--- src/tcd_pkg.sv ---
// How it works
// - Key 02 removes the tributary and frees its status slot.
// - A deleted slot comes back only through an establish command.
// - At most twelve tributary addresses are established at once.
// - Key 03 initialises the slot and starts the link start-up sequence.
// - Finished start-up posts a run-state control response unless a command executes in the same cycle.
// - Pool and polling flag bits are honoured alongside start-up or maintenance.
// - Key 04 puts the tributary in maintenance; polling or answering stays enabled there.
// - Maintenance traffic needs both stations in the maintenance state.
// - Key 05 halts the tributary and returns all its outstanding buffers.
// - The control station stops polling a halted tributary.
// - A tributary station halted locally stops answering polls.
// - Halt keeps the slot intact so start-up can restart it.
// - Halt with address zero returns every common-pool buffer once no valid slot holds pool access.
// - Global halt while the pool is in use reports procedural error 136.
// - Key 20 copies the command parameter byte into the modem control register.
// - Key 21 returns the synchronised modem status lines in an information response.
// - Key 01 creates the status slot for the given tributary address.
// - Key 00 only applies the pool and polling flag bits and hands the command registers back.
package tcd_pkg;
    localparam int NSLOT = 12;
    localparam int SLOT_W = 4;
    localparam int KEY_W = 5;
    // Register byte offsets
    localparam logic [7:0] A_CMD = 8'h00;
    localparam logic [7:0] A_TRIB = 8'h04;
    localparam logic [7:0] A_PARAM = 8'h08;
    localparam logic [7:0] A_FLAG = 8'h0C;
    localparam logic [7:0] A_STAT = 8'h10;
    localparam logic [7:0] A_RESP = 8'h14;
    localparam logic [7:0] A_MODEM = 8'h18;
    localparam logic [7:0] A_SLOT = 8'h1C;
    // Request keys, printed octal
    localparam logic [KEY_W-1:0] K_NOP = 5'h00;
    localparam logic [KEY_W-1:0] K_ESTAB = 5'h01;
    localparam logic [KEY_W-1:0] K_DELETE = 5'h02;
    localparam logic [KEY_W-1:0] K_START = 5'h03;
    localparam logic [KEY_W-1:0] K_MAINT = 5'h04;
    localparam logic [KEY_W-1:0] K_HALT = 5'h05;
    localparam logic [KEY_W-1:0] K_MDM_WR = 5'h10;
    localparam logic [KEY_W-1:0] K_MDM_RD = 5'h11;
    // Command flag byte bit positions
    localparam int F_POOL_EN = 0;
    localparam int F_POOL_DIS = 1;
    localparam int F_POLL_UNL = 4;
    localparam int F_POLL_LAT = 5;
    // Status register bit positions
    localparam int S_RESP = 0;
    localparam int S_BUSY = 1;
    localparam int S_KIND = 2;
    localparam int S_CODE = 8;
    localparam int S_TRIB = 16;
    // Response kinds and codes
    localparam logic [1:0] R_NONE = 2'h0;
    localparam logic [1:0] R_CTRL = 2'h1;
    localparam logic [1:0] R_INFO = 2'h2;
    localparam logic [1:0] R_PROC = 2'h3;
    localparam logic [7:0] C_POOL_BUSY = 8'h88;
    localparam logic [7:0] C_NOT_HALT = 8'h89;
    localparam logic [7:0] C_NO_SLOT = 8'h8A;
    localparam logic [7:0] C_BAD_KEY = 8'h8B;
    localparam logic [7:0] C_RUN = 8'h01;
    localparam logic [7:0] C_DONE = 8'h00;
    localparam logic [7:0] MODEM_RST = 8'h00;
    typedef enum logic [1:0] {TS_HALT, TS_START, TS_RUN, TS_MAINT} tcd_trib_t;
    typedef enum logic {CS_IDLE, CS_EXEC} tcd_cmd_t;
endpackage

--- src/tcd_decoder.sv ---
// Implementation choices: the register addresses and the APB register port.
`timescale 1ns/1ns
module tcd_decoder
    import tcd_pkg::*;
(
    input wire logic clk,
    input wire logic rst,
    input wire logic psel,
    input wire logic penable,
    input wire logic pwrite,
    input wire logic [7:0] paddr,
    input wire logic [31:0] pwdata,
    output logic [31:0] prdata,
    output logic pready,
    output logic pslverr,
    input wire logic control_station,
    input wire logic [7:0] modem_status,
    output logic [7:0] modem_control,
    output logic startup_req,
    output logic maint_req,
    output logic [tcd_pkg::SLOT_W-1:0] req_slot,
    output logic [7:0] req_trib,
    input wire logic startup_done,
    input wire logic [tcd_pkg::SLOT_W-1:0] done_slot,
    output logic return_bufs,
    output logic return_pool,
    output logic [tcd_pkg::NSLOT-1:0] poll_enable,
    output logic [tcd_pkg::NSLOT-1:0] answer_enable,
    output logic [tcd_pkg::NSLOT-1:0] maint_enable,
    output logic [tcd_pkg::NSLOT-1:0] pool_enable
);
    import tcd_pkg::*;

    logic [KEY_W-1:0] key_q;
    logic [7:0] trib_q;
    logic [7:0] param_q;
    logic [7:0] flag_q;
    logic [7:0] modem_q;
    logic [31:0] prdata_q;
    logic err_q;
    tcd_cmd_t cmd_q;
    logic resp_q;
    logic [1:0] kind_q;
    logic [7:0] code_q;
    logic [7:0] rtrib_q;
    logic [15:0] rparam_q;
    logic [SLOT_W-1:0] view_q;
    logic startup_q, maint_q, retb_q, retp_q;
    logic [SLOT_W-1:0] rslot_q;
    logic [7:0] rtrib_out_q;

    logic [NSLOT-1:0] valid_q;
    logic [7:0] addr_q [NSLOT];
    tcd_trib_t state_q [NSLOT];
    logic [NSLOT-1:0] pool_q;
    logic [NSLOT-1:0] platch_q;
    logic [1:0] pstate_q [NSLOT];

    logic [8*NSLOT-1:0] addr_flat;
    logic hit, free;
    logic [SLOT_W-1:0] hit_idx, free_idx;
    logic [7:0] modem_in;
    logic ctrl_stn;

    logic setup, wr_acc, rd_setup, mapped;
    logic cmd_go, exec;
    logic pool_busy;
    logic [1:0] ctrl_bits;

    // Station role and modem lines arrive from pins
    tcd_sync3 #(.W(9)) u_sync (
        .clk(clk),
        .rst(rst),
        .din({control_station, modem_status}),
        .dout({ctrl_stn, modem_in})
    );

    genvar g;
    generate
        for (g = 0; g < NSLOT; g++) begin : g_slot
            logic live;
            assign addr_flat[8*g +: 8] = addr_q[g];
            assign live = valid_q[g] && (state_q[g] != TS_HALT) && (pstate_q[g] == 2'h0);
            assign poll_enable[g] = live && ctrl_stn;
            assign answer_enable[g] = live && !ctrl_stn;
            assign maint_enable[g] = valid_q[g] && (state_q[g] == TS_MAINT);
            assign pool_enable[g] = valid_q[g] && pool_q[g];
        end
    endgenerate

    tcd_slot_match u_match (
        .valid(valid_q),
        .addrs(addr_flat),
        .key(trib_q),
        .hit(hit),
        .hit_idx(hit_idx),
        .free(free),
        .free_idx(free_idx)
    );

    // APB slave, zero wait states
    assign setup = psel && !penable;
    assign rd_setup = setup && !pwrite;
    assign wr_acc = psel && penable && pwrite;
    always_comb begin
        case (paddr)
            A_CMD, A_TRIB, A_PARAM, A_FLAG, A_STAT, A_RESP, A_MODEM, A_SLOT: mapped = 1'b1;
            default: mapped = 1'b0;
        endcase
    end
    assign pready = 1'b1;
    assign prdata = prdata_q;

    always_ff @(posedge clk) begin
        if (rst) begin
            err_q <= 1'b0;
        end else if (setup) begin
            err_q <= !mapped;
        end
    end
    assign pslverr = psel && penable && err_q;

    always_ff @(posedge clk) begin
        if (rst) begin
            prdata_q <= 32'h0000_0000;
        end else if (rd_setup) begin
            case (paddr)
                A_CMD: prdata_q <= {27'h0, key_q};
                A_TRIB: prdata_q <= {24'h0, trib_q};
                A_PARAM: prdata_q <= {24'h0, param_q};
                A_FLAG: prdata_q <= {24'h0, flag_q};
                A_STAT: prdata_q <= {8'h0, rtrib_q, code_q, 4'h0, kind_q,
                    cmd_q == CS_EXEC, resp_q};
                A_RESP: prdata_q <= {16'h0, rparam_q};
                A_MODEM: prdata_q <= {24'h0, modem_q};
                A_SLOT: prdata_q <= {13'h0, view_q, pstate_q[view_q], platch_q[view_q],
                    pool_q[view_q], state_q[view_q], valid_q[view_q], addr_q[view_q]};
                default: prdata_q <= 32'h0000_0000;
            endcase
        end
    end

    // Command fields hold still while a command executes
    assign cmd_go = wr_acc && (paddr == A_CMD) && (cmd_q == CS_IDLE);
    always_ff @(posedge clk) begin
        if (rst) begin
            key_q <= K_NOP;
            trib_q <= 8'h00;
            param_q <= 8'h00;
            flag_q <= 8'h00;
            view_q <= '0;
        end else if (wr_acc && cmd_q == CS_IDLE) begin
            case (paddr)
                A_CMD: key_q <= pwdata[KEY_W-1:0];
                A_TRIB: trib_q <= pwdata[7:0];
                A_PARAM: param_q <= pwdata[7:0];
                A_FLAG: flag_q <= pwdata[7:0];
                A_SLOT: view_q <= (pwdata < 32'(NSLOT)) ?
                    pwdata[SLOT_W-1:0] : '0;
                default: ;
            endcase
        end
    end

    always_ff @(posedge clk) begin
        if (rst) begin
            cmd_q <= CS_IDLE;
        end else begin
            case (cmd_q)
                CS_IDLE: if (cmd_go) cmd_q <= CS_EXEC;
                CS_EXEC: cmd_q <= CS_IDLE;
                default: cmd_q <= CS_IDLE;
            endcase
        end
    end
    assign exec = (cmd_q == CS_EXEC);
    assign pool_busy = |(valid_q & pool_q);
    // Pool bits apply only when exactly one of the pair is set
    assign ctrl_bits = {flag_q[F_POOL_EN], flag_q[F_POOL_DIS]};

    // Slot table: creation, deletion and state moves
    always_ff @(posedge clk) begin
        if (rst) begin
            valid_q <= '0;
            for (int i = 0; i < NSLOT; i++) begin
                addr_q[i] <= 8'h00;
                state_q[i] <= TS_HALT;
            end
        end else begin
            // A command writing the same slot's state in the same cycle overrides link completion
            if (startup_done && valid_q[done_slot] && state_q[done_slot] == TS_START) begin
                state_q[done_slot] <= TS_RUN;
            end
            if (exec) begin
                case (key_q)
                    K_ESTAB: begin
                        if (hit) begin
                            state_q[hit_idx] <= TS_HALT;
                        end else if (free && trib_q != 8'h00) begin
                            valid_q[free_idx] <= 1'b1;
                            addr_q[free_idx] <= trib_q;
                            state_q[free_idx] <= TS_HALT;
                        end
                    end
                    K_DELETE: if (hit) valid_q[hit_idx] <= 1'b0;
                    K_START: if (hit && state_q[hit_idx] == TS_HALT) begin
                        state_q[hit_idx] <= TS_START;
                    end
                    K_MAINT: if (hit && state_q[hit_idx] == TS_HALT) begin
                        state_q[hit_idx] <= TS_MAINT;
                    end
                    K_HALT: if (hit) state_q[hit_idx] <= TS_HALT;
                    default: ;
                endcase
            end
        end
    end

    // Flag byte effects on pool access and polling level
    always_ff @(posedge clk) begin
        if (rst) begin
            pool_q <= '0;
            platch_q <= '0;
            for (int i = 0; i < NSLOT; i++) begin
                pstate_q[i] <= 2'h0;
            end
        end else if (exec && hit) begin
            if (key_q == K_ESTAB) begin
                pool_q[hit_idx] <= 1'b0;
                platch_q[hit_idx] <= 1'b0;
                pstate_q[hit_idx] <= 2'h0;
            end
            // Rejected start-up or maintenance leaves the flags untouched
            if (key_q == K_NOP || key_q == K_ESTAB || ((key_q == K_START
                || key_q == K_MAINT) && state_q[hit_idx] == TS_HALT)) begin
                if (ctrl_bits == 2'b10) pool_q[hit_idx] <= 1'b1;
                if (ctrl_bits == 2'b01) pool_q[hit_idx] <= 1'b0;
                if (flag_q[F_POLL_LAT]) begin
                    platch_q[hit_idx] <= 1'b1;
                    pstate_q[hit_idx] <= param_q[1:0];
                end else if (flag_q[F_POLL_UNL]) begin
                    platch_q[hit_idx] <= 1'b0;
                    pstate_q[hit_idx] <= 2'h0;
                end
            end
            if (key_q == K_DELETE) begin
                // A slot reused later must not inherit a stale polling level
                pool_q[hit_idx] <= 1'b0;
                platch_q[hit_idx] <= 1'b0;
                pstate_q[hit_idx] <= 2'h0;
            end
        end
    end

    // Modem control register
    always_ff @(posedge clk) begin
        if (rst) begin
            modem_q <= MODEM_RST;
        end else if (exec && key_q == K_MDM_WR) begin
            modem_q <= param_q;
        end
    end
    assign modem_control = modem_q;

    // Link requests, one-cycle pulses
    always_ff @(posedge clk) begin
        if (rst) begin
            startup_q <= 1'b0;
            maint_q <= 1'b0;
            retb_q <= 1'b0;
            retp_q <= 1'b0;
            rslot_q <= '0;
            rtrib_out_q <= 8'h00;
        end else begin
            startup_q <= exec && key_q == K_START && hit && state_q[hit_idx] == TS_HALT;
            maint_q <= exec && key_q == K_MAINT && hit && state_q[hit_idx] == TS_HALT;
            retb_q <= exec && key_q == K_HALT && hit;
            retp_q <= exec && key_q == K_HALT && trib_q == 8'h00 && !pool_busy;
            if (exec) begin
                rslot_q <= hit_idx;
                rtrib_out_q <= trib_q;
            end
        end
    end
    assign startup_req = startup_q;
    assign maint_req = maint_q;
    assign return_bufs = retb_q;
    assign return_pool = retp_q;
    assign req_slot = rslot_q;
    assign req_trib = rtrib_out_q;

    // Response mailbox; a new response wins over a software clear
    always_ff @(posedge clk) begin
        if (rst) begin
            resp_q <= 1'b0;
            kind_q <= R_NONE;
            code_q <= 8'h00;
            rtrib_q <= 8'h00;
            rparam_q <= 16'h0000;
        end else begin
            if (wr_acc && paddr == A_STAT && pwdata[S_RESP]) begin
                resp_q <= 1'b0;
            end
            if (exec) begin
                case (key_q)
                    K_NOP: ;
                    K_ESTAB: if (!hit && (!free || trib_q == 8'h00)) begin
                        resp_q <= 1'b1;
                        kind_q <= R_PROC;
                        code_q <= C_NO_SLOT;
                        rtrib_q <= trib_q;
                    end
                    K_DELETE: if (!hit) begin
                        resp_q <= 1'b1;
                        kind_q <= R_PROC;
                        code_q <= C_NO_SLOT;
                        rtrib_q <= trib_q;
                    end
                    K_START, K_MAINT: if (!hit || state_q[hit_idx] != TS_HALT) begin
                        resp_q <= 1'b1;
                        kind_q <= R_PROC;
                        code_q <= hit ? C_NOT_HALT : C_NO_SLOT;
                        rtrib_q <= trib_q;
                    end
                    K_HALT: if (trib_q == 8'h00) begin
                        resp_q <= 1'b1;
                        kind_q <= pool_busy ? R_PROC : R_INFO;
                        code_q <= pool_busy ? C_POOL_BUSY : C_DONE;
                        rtrib_q <= 8'h00;
                    end else if (!hit) begin
                        resp_q <= 1'b1;
                        kind_q <= R_PROC;
                        code_q <= C_NO_SLOT;
                        rtrib_q <= trib_q;
                    end
                    K_MDM_WR: ;
                    K_MDM_RD: begin
                        resp_q <= 1'b1;
                        kind_q <= R_INFO;
                        code_q <= C_DONE;
                        rtrib_q <= trib_q;
                        rparam_q <= {8'h00, modem_in};
                    end
                    default: begin
                        resp_q <= 1'b1;
                        kind_q <= R_PROC;
                        code_q <= C_BAD_KEY;
                        rtrib_q <= trib_q;
                    end
                endcase
            end else if (startup_done && valid_q[done_slot]
                && state_q[done_slot] == TS_START) begin
                resp_q <= 1'b1;
                kind_q <= R_CTRL;
                code_q <= C_RUN;
                rtrib_q <= addr_q[done_slot];
            end
        end
    end
endmodule // tcd_decoder

--- src/tcd_slot_match.sv ---
`timescale 1ns/1ns
module tcd_slot_match
    import tcd_pkg::*;
(
    input wire logic [tcd_pkg::NSLOT-1:0] valid,
    input wire logic [8*tcd_pkg::NSLOT-1:0] addrs,
    input wire logic [7:0] key,
    output logic hit,
    output logic [tcd_pkg::SLOT_W-1:0] hit_idx,
    output logic free,
    output logic [tcd_pkg::SLOT_W-1:0] free_idx
);
    logic [NSLOT-1:0] match;
    genvar i;
    generate
        for (i = 0; i < NSLOT; i++) begin : g_cmp
            assign match[i] = valid[i] && (addrs[8*i +: 8] == key);
        end
    endgenerate
    always_comb begin
        hit = 1'b0;
        hit_idx = '0;
        free = 1'b0;
        free_idx = '0;
        // Lowest index wins in both searches
        for (int j = NSLOT - 1; j >= 0; j--) begin
            if (match[j]) begin
                hit = 1'b1;
                hit_idx = SLOT_W'(j);
            end
            if (!valid[j]) begin
                free = 1'b1;
                free_idx = SLOT_W'(j);
            end
        end
    end
endmodule // tcd_slot_match

--- src/tcd_sync3.sv ---
`timescale 1ns/1ns
module tcd_sync3 #(
    parameter int W = 8
) (
    input wire logic clk,
    input wire logic rst,
    input wire logic [W-1:0] din,
    output logic [W-1:0] dout
);
    genvar i;
    generate
        for (i = 0; i < W; i++) begin : g_bit
            logic s1_q, s2_q, s3_q, o_q;
            always_ff @(posedge clk) begin
                if (rst) begin
                    s1_q <= 1'b0;
                    s2_q <= 1'b0;
                    s3_q <= 1'b0;
                    o_q <= 1'b0;
                end else begin
                    s1_q <= din[i];
                    s2_q <= s1_q;
                    s3_q <= s2_q;
                    // Change counts only once two stages agree
                    if (s2_q == s3_q) begin
                        o_q <= s3_q;
                    end
                end
            end
            assign dout[i] = o_q;
        end
    endgenerate
endmodule // tcd_sync3

--- config.mk ---
export PLATFORM = sky130hd
export DESIGN_NAME = tcd_decoder
export DESIGN_NICKNAME = d
export VERILOG_FILES = /design/src/tcd_pkg.sv /design/src/tcd_decoder.sv /design/src/tcd_slot_match.sv /design/src/tcd_sync3.sv
export SDC_FILE = /design/constraint.sdc
export NUM_CORES = 1
export LEC_CHECK = 0
export BUFFER_PORTS_ARGS = -buffer_cell sky130_fd_sc_hd__buf_2
export CAP_MARGIN = 30
export CORE_MARGIN = 8
export CORE_UTILIZATION = 50
export CTS_CLUSTER_DIAMETER = 120
export DETAILED_ROUTE_END_ITERATION = 6
export PLACE_DENSITY_LB_ADDON = 0.08
export SYNTH_ARGS = -nofsm -noshare
export SYNTH_HDL_FRONTEND = slang
export SYNTH_HIERARCHICAL = 1
export SYNTH_SLANG_ARGS = --single-unit
--- constraint.sdc ---
create_clock -name clk -period 8.2 [get_ports clk]
set_input_delay 1.64 -clock clk [delete_from_list [all_inputs] [get_ports clk]]
set_output_delay 1.64 -clock clk [all_outputs]
set_load 0.01 [all_outputs]
==> impl_metrics.toml, run 1 <==
[drt]
via_per_inst = 6.44
routed_wl_um = 70900
dr.pass1.iters = 6
drc = 0
dr_wl_met3_um = 6150
wl_met2_um = 32200
wire_per_inst_um = 26.5
num_vias = 17300
top_layer = "met5"
wl_met1_um = 27900
drt_iter0_drc = 1950
detail-route-antenna-nets = 0

[place]
placed_cell_area_mm2 = 0.0220
gp_routability_congestion = 0.944
place_hpwl_um = 51600
port_buffers = 155

[setup_path]
crit_path_max_fanout = 26
cp_data_required_time_ps = 8410
startpoint = "trib_q[4]"
endpoint_kind = "register"
r2r_start = "trib_q[4]"
critical_path_class = "reg -> reg"
crit_path_start_kind = "register"
crit_arrival_ps = 6610

[clock_network]
postCtsSetupBuffers = 0
cts_buffers = 42
cts_tree = "done"
clk_path_buf_depth = 3
h-tree-depth = 2
cts.sinks = 378
clock_latency_ps = 590
post_cts_resized = 0
hold_buffers = 0
clkTransAtPathRegs_ps = 60
root_buffer = "clkbuf_16"

[die]
die_area_mm2 = 0.0484
start_util = 0.508
rows = 74
io_pins = 165
die_w_um = 220
core_area_mm2 = 0.0409
die_y_um = 220

[sta]
slew_viol_final = 0
tns_ps = 0
worst_pin_slew_ps = 1120
holdWs_ps = 436
setup_viol = 0
fin_crit_sh = 0.781
skew_ps = 17.8
max_freq_mhz = 156
hold_violations = 0
max_slew_margin = 0.254
period_minus_slack_ps = 6410
rsz0062_at_grt = "false"

[yosys]
ys_seq_area_frac = 0.456
synth_top_area_frac = 0.277
ys_warn_count = 6
yosysUniqueCellTypes = 76
synth_area_leaders = "edfxtp_1 28%, dfxtp_1 18%, mux4_2 11%"
synthCells = 2004
ys_seq_elements = 378
async_flop_share = 0
synth_area_leader_cell = "edfxtp_1"
avgSynthCellArea_um2 = 10.4
synth_edf_count = 192
syn-cell-area_mm2 = 0.0208
synthFlopType = "edfxtp_1"

[grt]
grt_pass1_vias = 17100
grt_max_degree = 77
grt-ovfl-total = 0
grt_pass1_wl_um = 106000
grt_antenna_before_repair = 2
track_usage = 0.290

[pwr]
vdd_drop_max_uv = 162
total_leakage_power_nw = 8.54
power_density_mw_per_mm2 = 178

[cells_and_area]
final_area_mm2 = 0.0234
fill_cells = 3567
final_util = 0.571
drive_gt1_frac = 0.197
nets = 2174
area_delta_synth_final_pct = 12.4

[status]
status = "finished, final reports clean"

[hold_path]
hold_class = "reg -> reg"
hp-start = "u_sync/g_bit[6].s1_q"

[run]
maxCapViolations = 0
-- per-layer routing --
layer  global-route usage  up-vias
met5                    0        -
met4                0.173        2
met3               0.0521      228
met2                0.454      907
met1                0.374     8456
li1                     -     7658
-- cell usage in the layout, fill, tap and decap left out, types with 10 or more instances in the layout --
master	instances
nor3_1	86
or3_1	11
and2_1	111
a211oi_1	33
a21oi_1	99
o21a_1	14
nand2b_1	14
o311ai_0	12
nor4_1	13
a21o_1	16
clkbuf_16	43
mux4_2	106
nand3_1	66
a22oi_1	21
xnor2_1	87
mux2i_1	66
nand2_1	161
dfxtp_1	183
o21ai_0	81
edfxtp_1	192
nor2b_1	46
buf_2	156
nand4_1	22
buf_4	54
nor2_1	188
and3_1	34
inv_1	19
a221oi_1	14
a211o_1	10
-- flip-flops by register name, indices dropped and copies added, names as in the netlist, 9 cells and up, named ones only --
signal	flops
u_sync/g_bit.s1_q	9
u_sync/g_bit.s3_q	9
pstate_q	32
valid_q	12
prdata	24
pool_q	12
addr_q	128
u_sync/g_bit.s2_q	9
state_q	32
u_sync/g_bit.o_q	9
platch_q	12
-- layout make-up --
cell class              instances  area [µm²]  share of cell area
well taps                     532         666              0.0285
diodes                          1        2.50            0.000107
clock buffers                  57        1210              0.0517
flip-flops and latches        378        9500               0.406
clock inverters                19         183             0.00781
multi-input cells            1458       10500               0.450
repair buffers                215        1240              0.0530
inverters                      20        75.1             0.00321
-- cells in the mapped netlist (all sizes together) (6+ instances only) --
cell / n
nand4: 22
and2: 111
nor3b: 9
nand2: 161
a21o: 16
nand3: 67
nand4b: 6
a221oi: 14
xnor2: 87
o21a: 14
nor2b: 46
buf: 55
o21ai: 83
or3: 11
dfxtp: 186
a211o: 10
xor2: 9
nor2: 189
mux4: 106
a22o: 9
a21oi: 99
and3: 34
a31oi: 8
o22ai: 7
a222oi: 9
mux2i: 66
nor3: 90
nor4: 14
o31ai: 6
nand2b: 16
a211oi: 33
or2: 7
clkbuf: 100
or4: 9
a22oi: 21
o311ai: 12
edfxtp: 192
inv: 20
and2b: 6
-- worst paths after layout --
kind / end / slack [ps] / cells past startpoint
max: state_q[1][0] / 1790 / 13
min: u_sync/g_bit[6].s2_q / 440 / 1
max reg2reg: state_q[1][0] / 1790 / 13
min reg2reg: u_sync/g_bit[6].s2_q / 440 / 1
-- critical path, stage by stage, from the launching register on --
cell and delay, ps:
dfxtp_1 900, buf_4 360, xnor2_1 140, nand4_1 120
nor4_1 370, or2_1 220, nand2b_4 140, or3b_1 390
and2_1 630, nand2_1 350, nor2_1 220, nand4_1 740
o211a_1 760, o311ai_0 680
-- where the power goes --
part	total, mW	leakage, nW	internal [mW]	switching (mW)
Sequential	2.05	3.52	2.01	0.0336
Clock	1.92	0.695	1.13	0.793
Combinational	0.203	4.32	0.0831	0.120
-- stage by stage --
step	total power, mW	std cells	setup slack, ps
floorplan	2.20	2011	4010
global placement	2.28	2594	2100
detailed placement	2.29	2602	1890
CTS	4.20	2678	1880
global route	4.28	2679	1440
finish	4.17	2680	1790
-- kinds of logic (layout without fill, tap and decap cells) --
| family | Yosys count | after routing | share of synthesized area |
|---|---|---|---|
| flip-flops | 378 | 378 | 0.456 |
| AO/OA/AOI/OAI | 371 | 371 | 0.117 |
| XOR/XNOR | 96 | 96 | 0.0404 |
| other | 2 | 10 | 0.000361 |
| buffers and inverters | 175 | 311 | 0.0400 |
| multiplexers | 176 | 176 | 0.149 |
| AND/OR/NAND/NOR | 806 | 806 | 0.197 |
(Power assumes the default switching activity.)
==> run 2, diff against run 1 <==
==> constraint.sdc (replaced) <==
create_clock -name clk -period 5.4 [get_ports clk]
set_input_delay 1.08 -clock clk [delete_from_list [all_inputs] [get_ports clk]]
set_output_delay 1.08 -clock clk [all_outputs]
set_load 0.01 [all_outputs]
==> impl_metrics.toml, run 2 (synthesized netlist as in run 1, its figures left out) <==
[sta]
max_slew_margin = 0.323
hold_violations = 0
skew_ps = 35.9
fin_crit_sh = 0.951
setup_viol = 0
slew_viol_final = 0
period_minus_slack_ps = 5140
worst_slack_ps = 263
tns_ps = 0
rsz0062_at_grt = "false"
max_freq_mhz = 195
worst_pin_slew_ps = 1010

[die]
io_pins = 165
core_area_mm2 = 0.0409
die_w_um = 220
die_area_mm2 = 0.0484
rows = 74
start_util = 0.508
die_y_um = 220

[clock_network]
clk_path_buf_depth = 3
clock_latency_ps = 610
cts_tree = "done"
hold_buffers = 0
root_buffer = "clkbuf_16"
clkTransAtPathRegs_ps = 70
h-tree-depth = 2
cts_buffers = 42
cts.sinks = 378

[status]
status = "finished, final reports clean"

[setup_path]
crit_path_max_fanout = 26
critical_path_class = "reg -> reg"
crit_chain = "buf_4, xnor2_1, nand4_1, nor3_2, nor2_1, a211o_1, a21oi_1, buf_4, nor2b_1, a22oi_1, a32oi_1, nand4_1, buf_4, o211a_1, o311ai_0"
crit_family = "compound AO/OA/AOI/OAI gates"
crit_path_max_incr_delay_ps = 740
ff2ff_path_depth = 15
r2r_start = "trib_q[3]"
cp_data_required_time_ps = 5630
crit_arrival_ps = 5360
cp_common_cell = "buf_4"
endpoint_kind = "register"
regToRegSetupSlack_ps = 260
worstReg2RegEnd = "state_q[1][1]"
critPathSlowestCell = "dfxtp_1"
path_buf_inv = 3
crit_path_start_kind = "register"

[drt]
via_per_inst = 6.46
routed_wl_um = 72500
num_vias = 17500
dr.pass1.iters = 7
wire_per_inst_um = 26.8
drt_iter0_drc = 2013
drc = 0
detail-route-antenna-nets = 0

[cells_and_area]
nets = 2200
largest_reg_flops = 128
regMostFlops = "addr_q"
largestRegisters = "addr_q x128, pstate_q x32, state_q x32"
area_delta_synth_final_pct = 13.7
layout_common_cells = "192 x edfxtp_1, 188 x nor2_1, 183 x dfxtp_1"
multi_input_area_mm2 = 0.0105
fill_cells = 3589
final_util = 0.578
regArea_mm2 = 0.00950
final_area_mm2 = 0.0236
final_common_cell = "edfxtp_1"
drive_gt1_frac = 0.208

[pwr]
power_frac_seq = 0.495
p_clk_frac = 0.455
vdd_drop_max_uv = 268
p_comb_frac = 0.050
power_mw = 6.29
p_int_mw = 4.80
swShare = 0.236
total_leakage_power_nw = 8.68
p_switching_mw = 1.48
power_density_mw_per_mm2 = 266

[grt]
grt_pass1_vias = 17100
grt-ovfl-total = 0
grt_pass1_wl_um = 107000
track_usage = 0.293
grt_max_degree = 77
grt_antenna_before_repair = 1

[hold_path]
hold_class = "reg -> reg"
hold_depth = 1
holdPathEnd = "u_sync/g_bit[5].s2_q"
hp-start = "u_sync/g_bit[5].s1_q"

[place]
port_buffers = 155
placed_cell_area_mm2 = 0.0222
post-place-ws_ps = 410
gp_routability_congestion = 0.923
place_hpwl_um = 52400

[run]
maxCapViolations = 0
## run 2: repair_timing
action	in CTS	in global routing
buffers inserted	0	0
setup endpoints to repair	0	4
gates resized for setup	0	2
## run 2: cell type report
cell class              instances  area share
clock buffers                  60      0.0525
inverters                      20     0.00318
flip-flops and latches        378       0.402
well taps                     532      0.0282
repair buffers                241      0.0640
multi-input cells            1458       0.445
diodes                          1    0.000106
clock inverters                18     0.00566
## run 2: stage by stage
step,hold slack [ps],cells
after floorplan,414,2011
final,440,2708
after CTS,445,2704
after detailed placement,428,2626
after global routing,451,2707
after global placement,421,2623
## run 2: metal layers
layer | up-vias | GRT usage | wire length, µm
li1 | 7689 | - | -
met1 | 8660 | 0.382 | 28400
met2 | 948 | 0.464 | 33600
met3 | 189 | 0.0458 | 6500
met4 | 0 | 0.165 | 3990
met5 | - | 0 | 0
## run 2: power groups by stage
stage               Sequential (mW)  Clock (mW)  Combinational (mW)
finish                         3.11        2.86               0.315
CTS                            3.11        2.89               0.312
detailed placement             3.17           0               0.311
global route                   3.11        2.99               0.334
floorplan                      3.15           0               0.196
global placement               3.17           0               0.308
## run 2: worst max-delay path by stage
stage | from | endpoint | depth (start not counted)
after detailed placement | trib_q[3] | state_q[11][0] | 15
after floorplan | trib_q[7] | state_q[6][0] | 16
after global placement | trib_q[3] | state_q[8][1] | 16
after CTS | trib_q[3] | state_q[11][0] | 15
after global routing | trib_q[3] | state_q[4][1] | 15
final | trib_q[3] | state_q[1][1] | 15
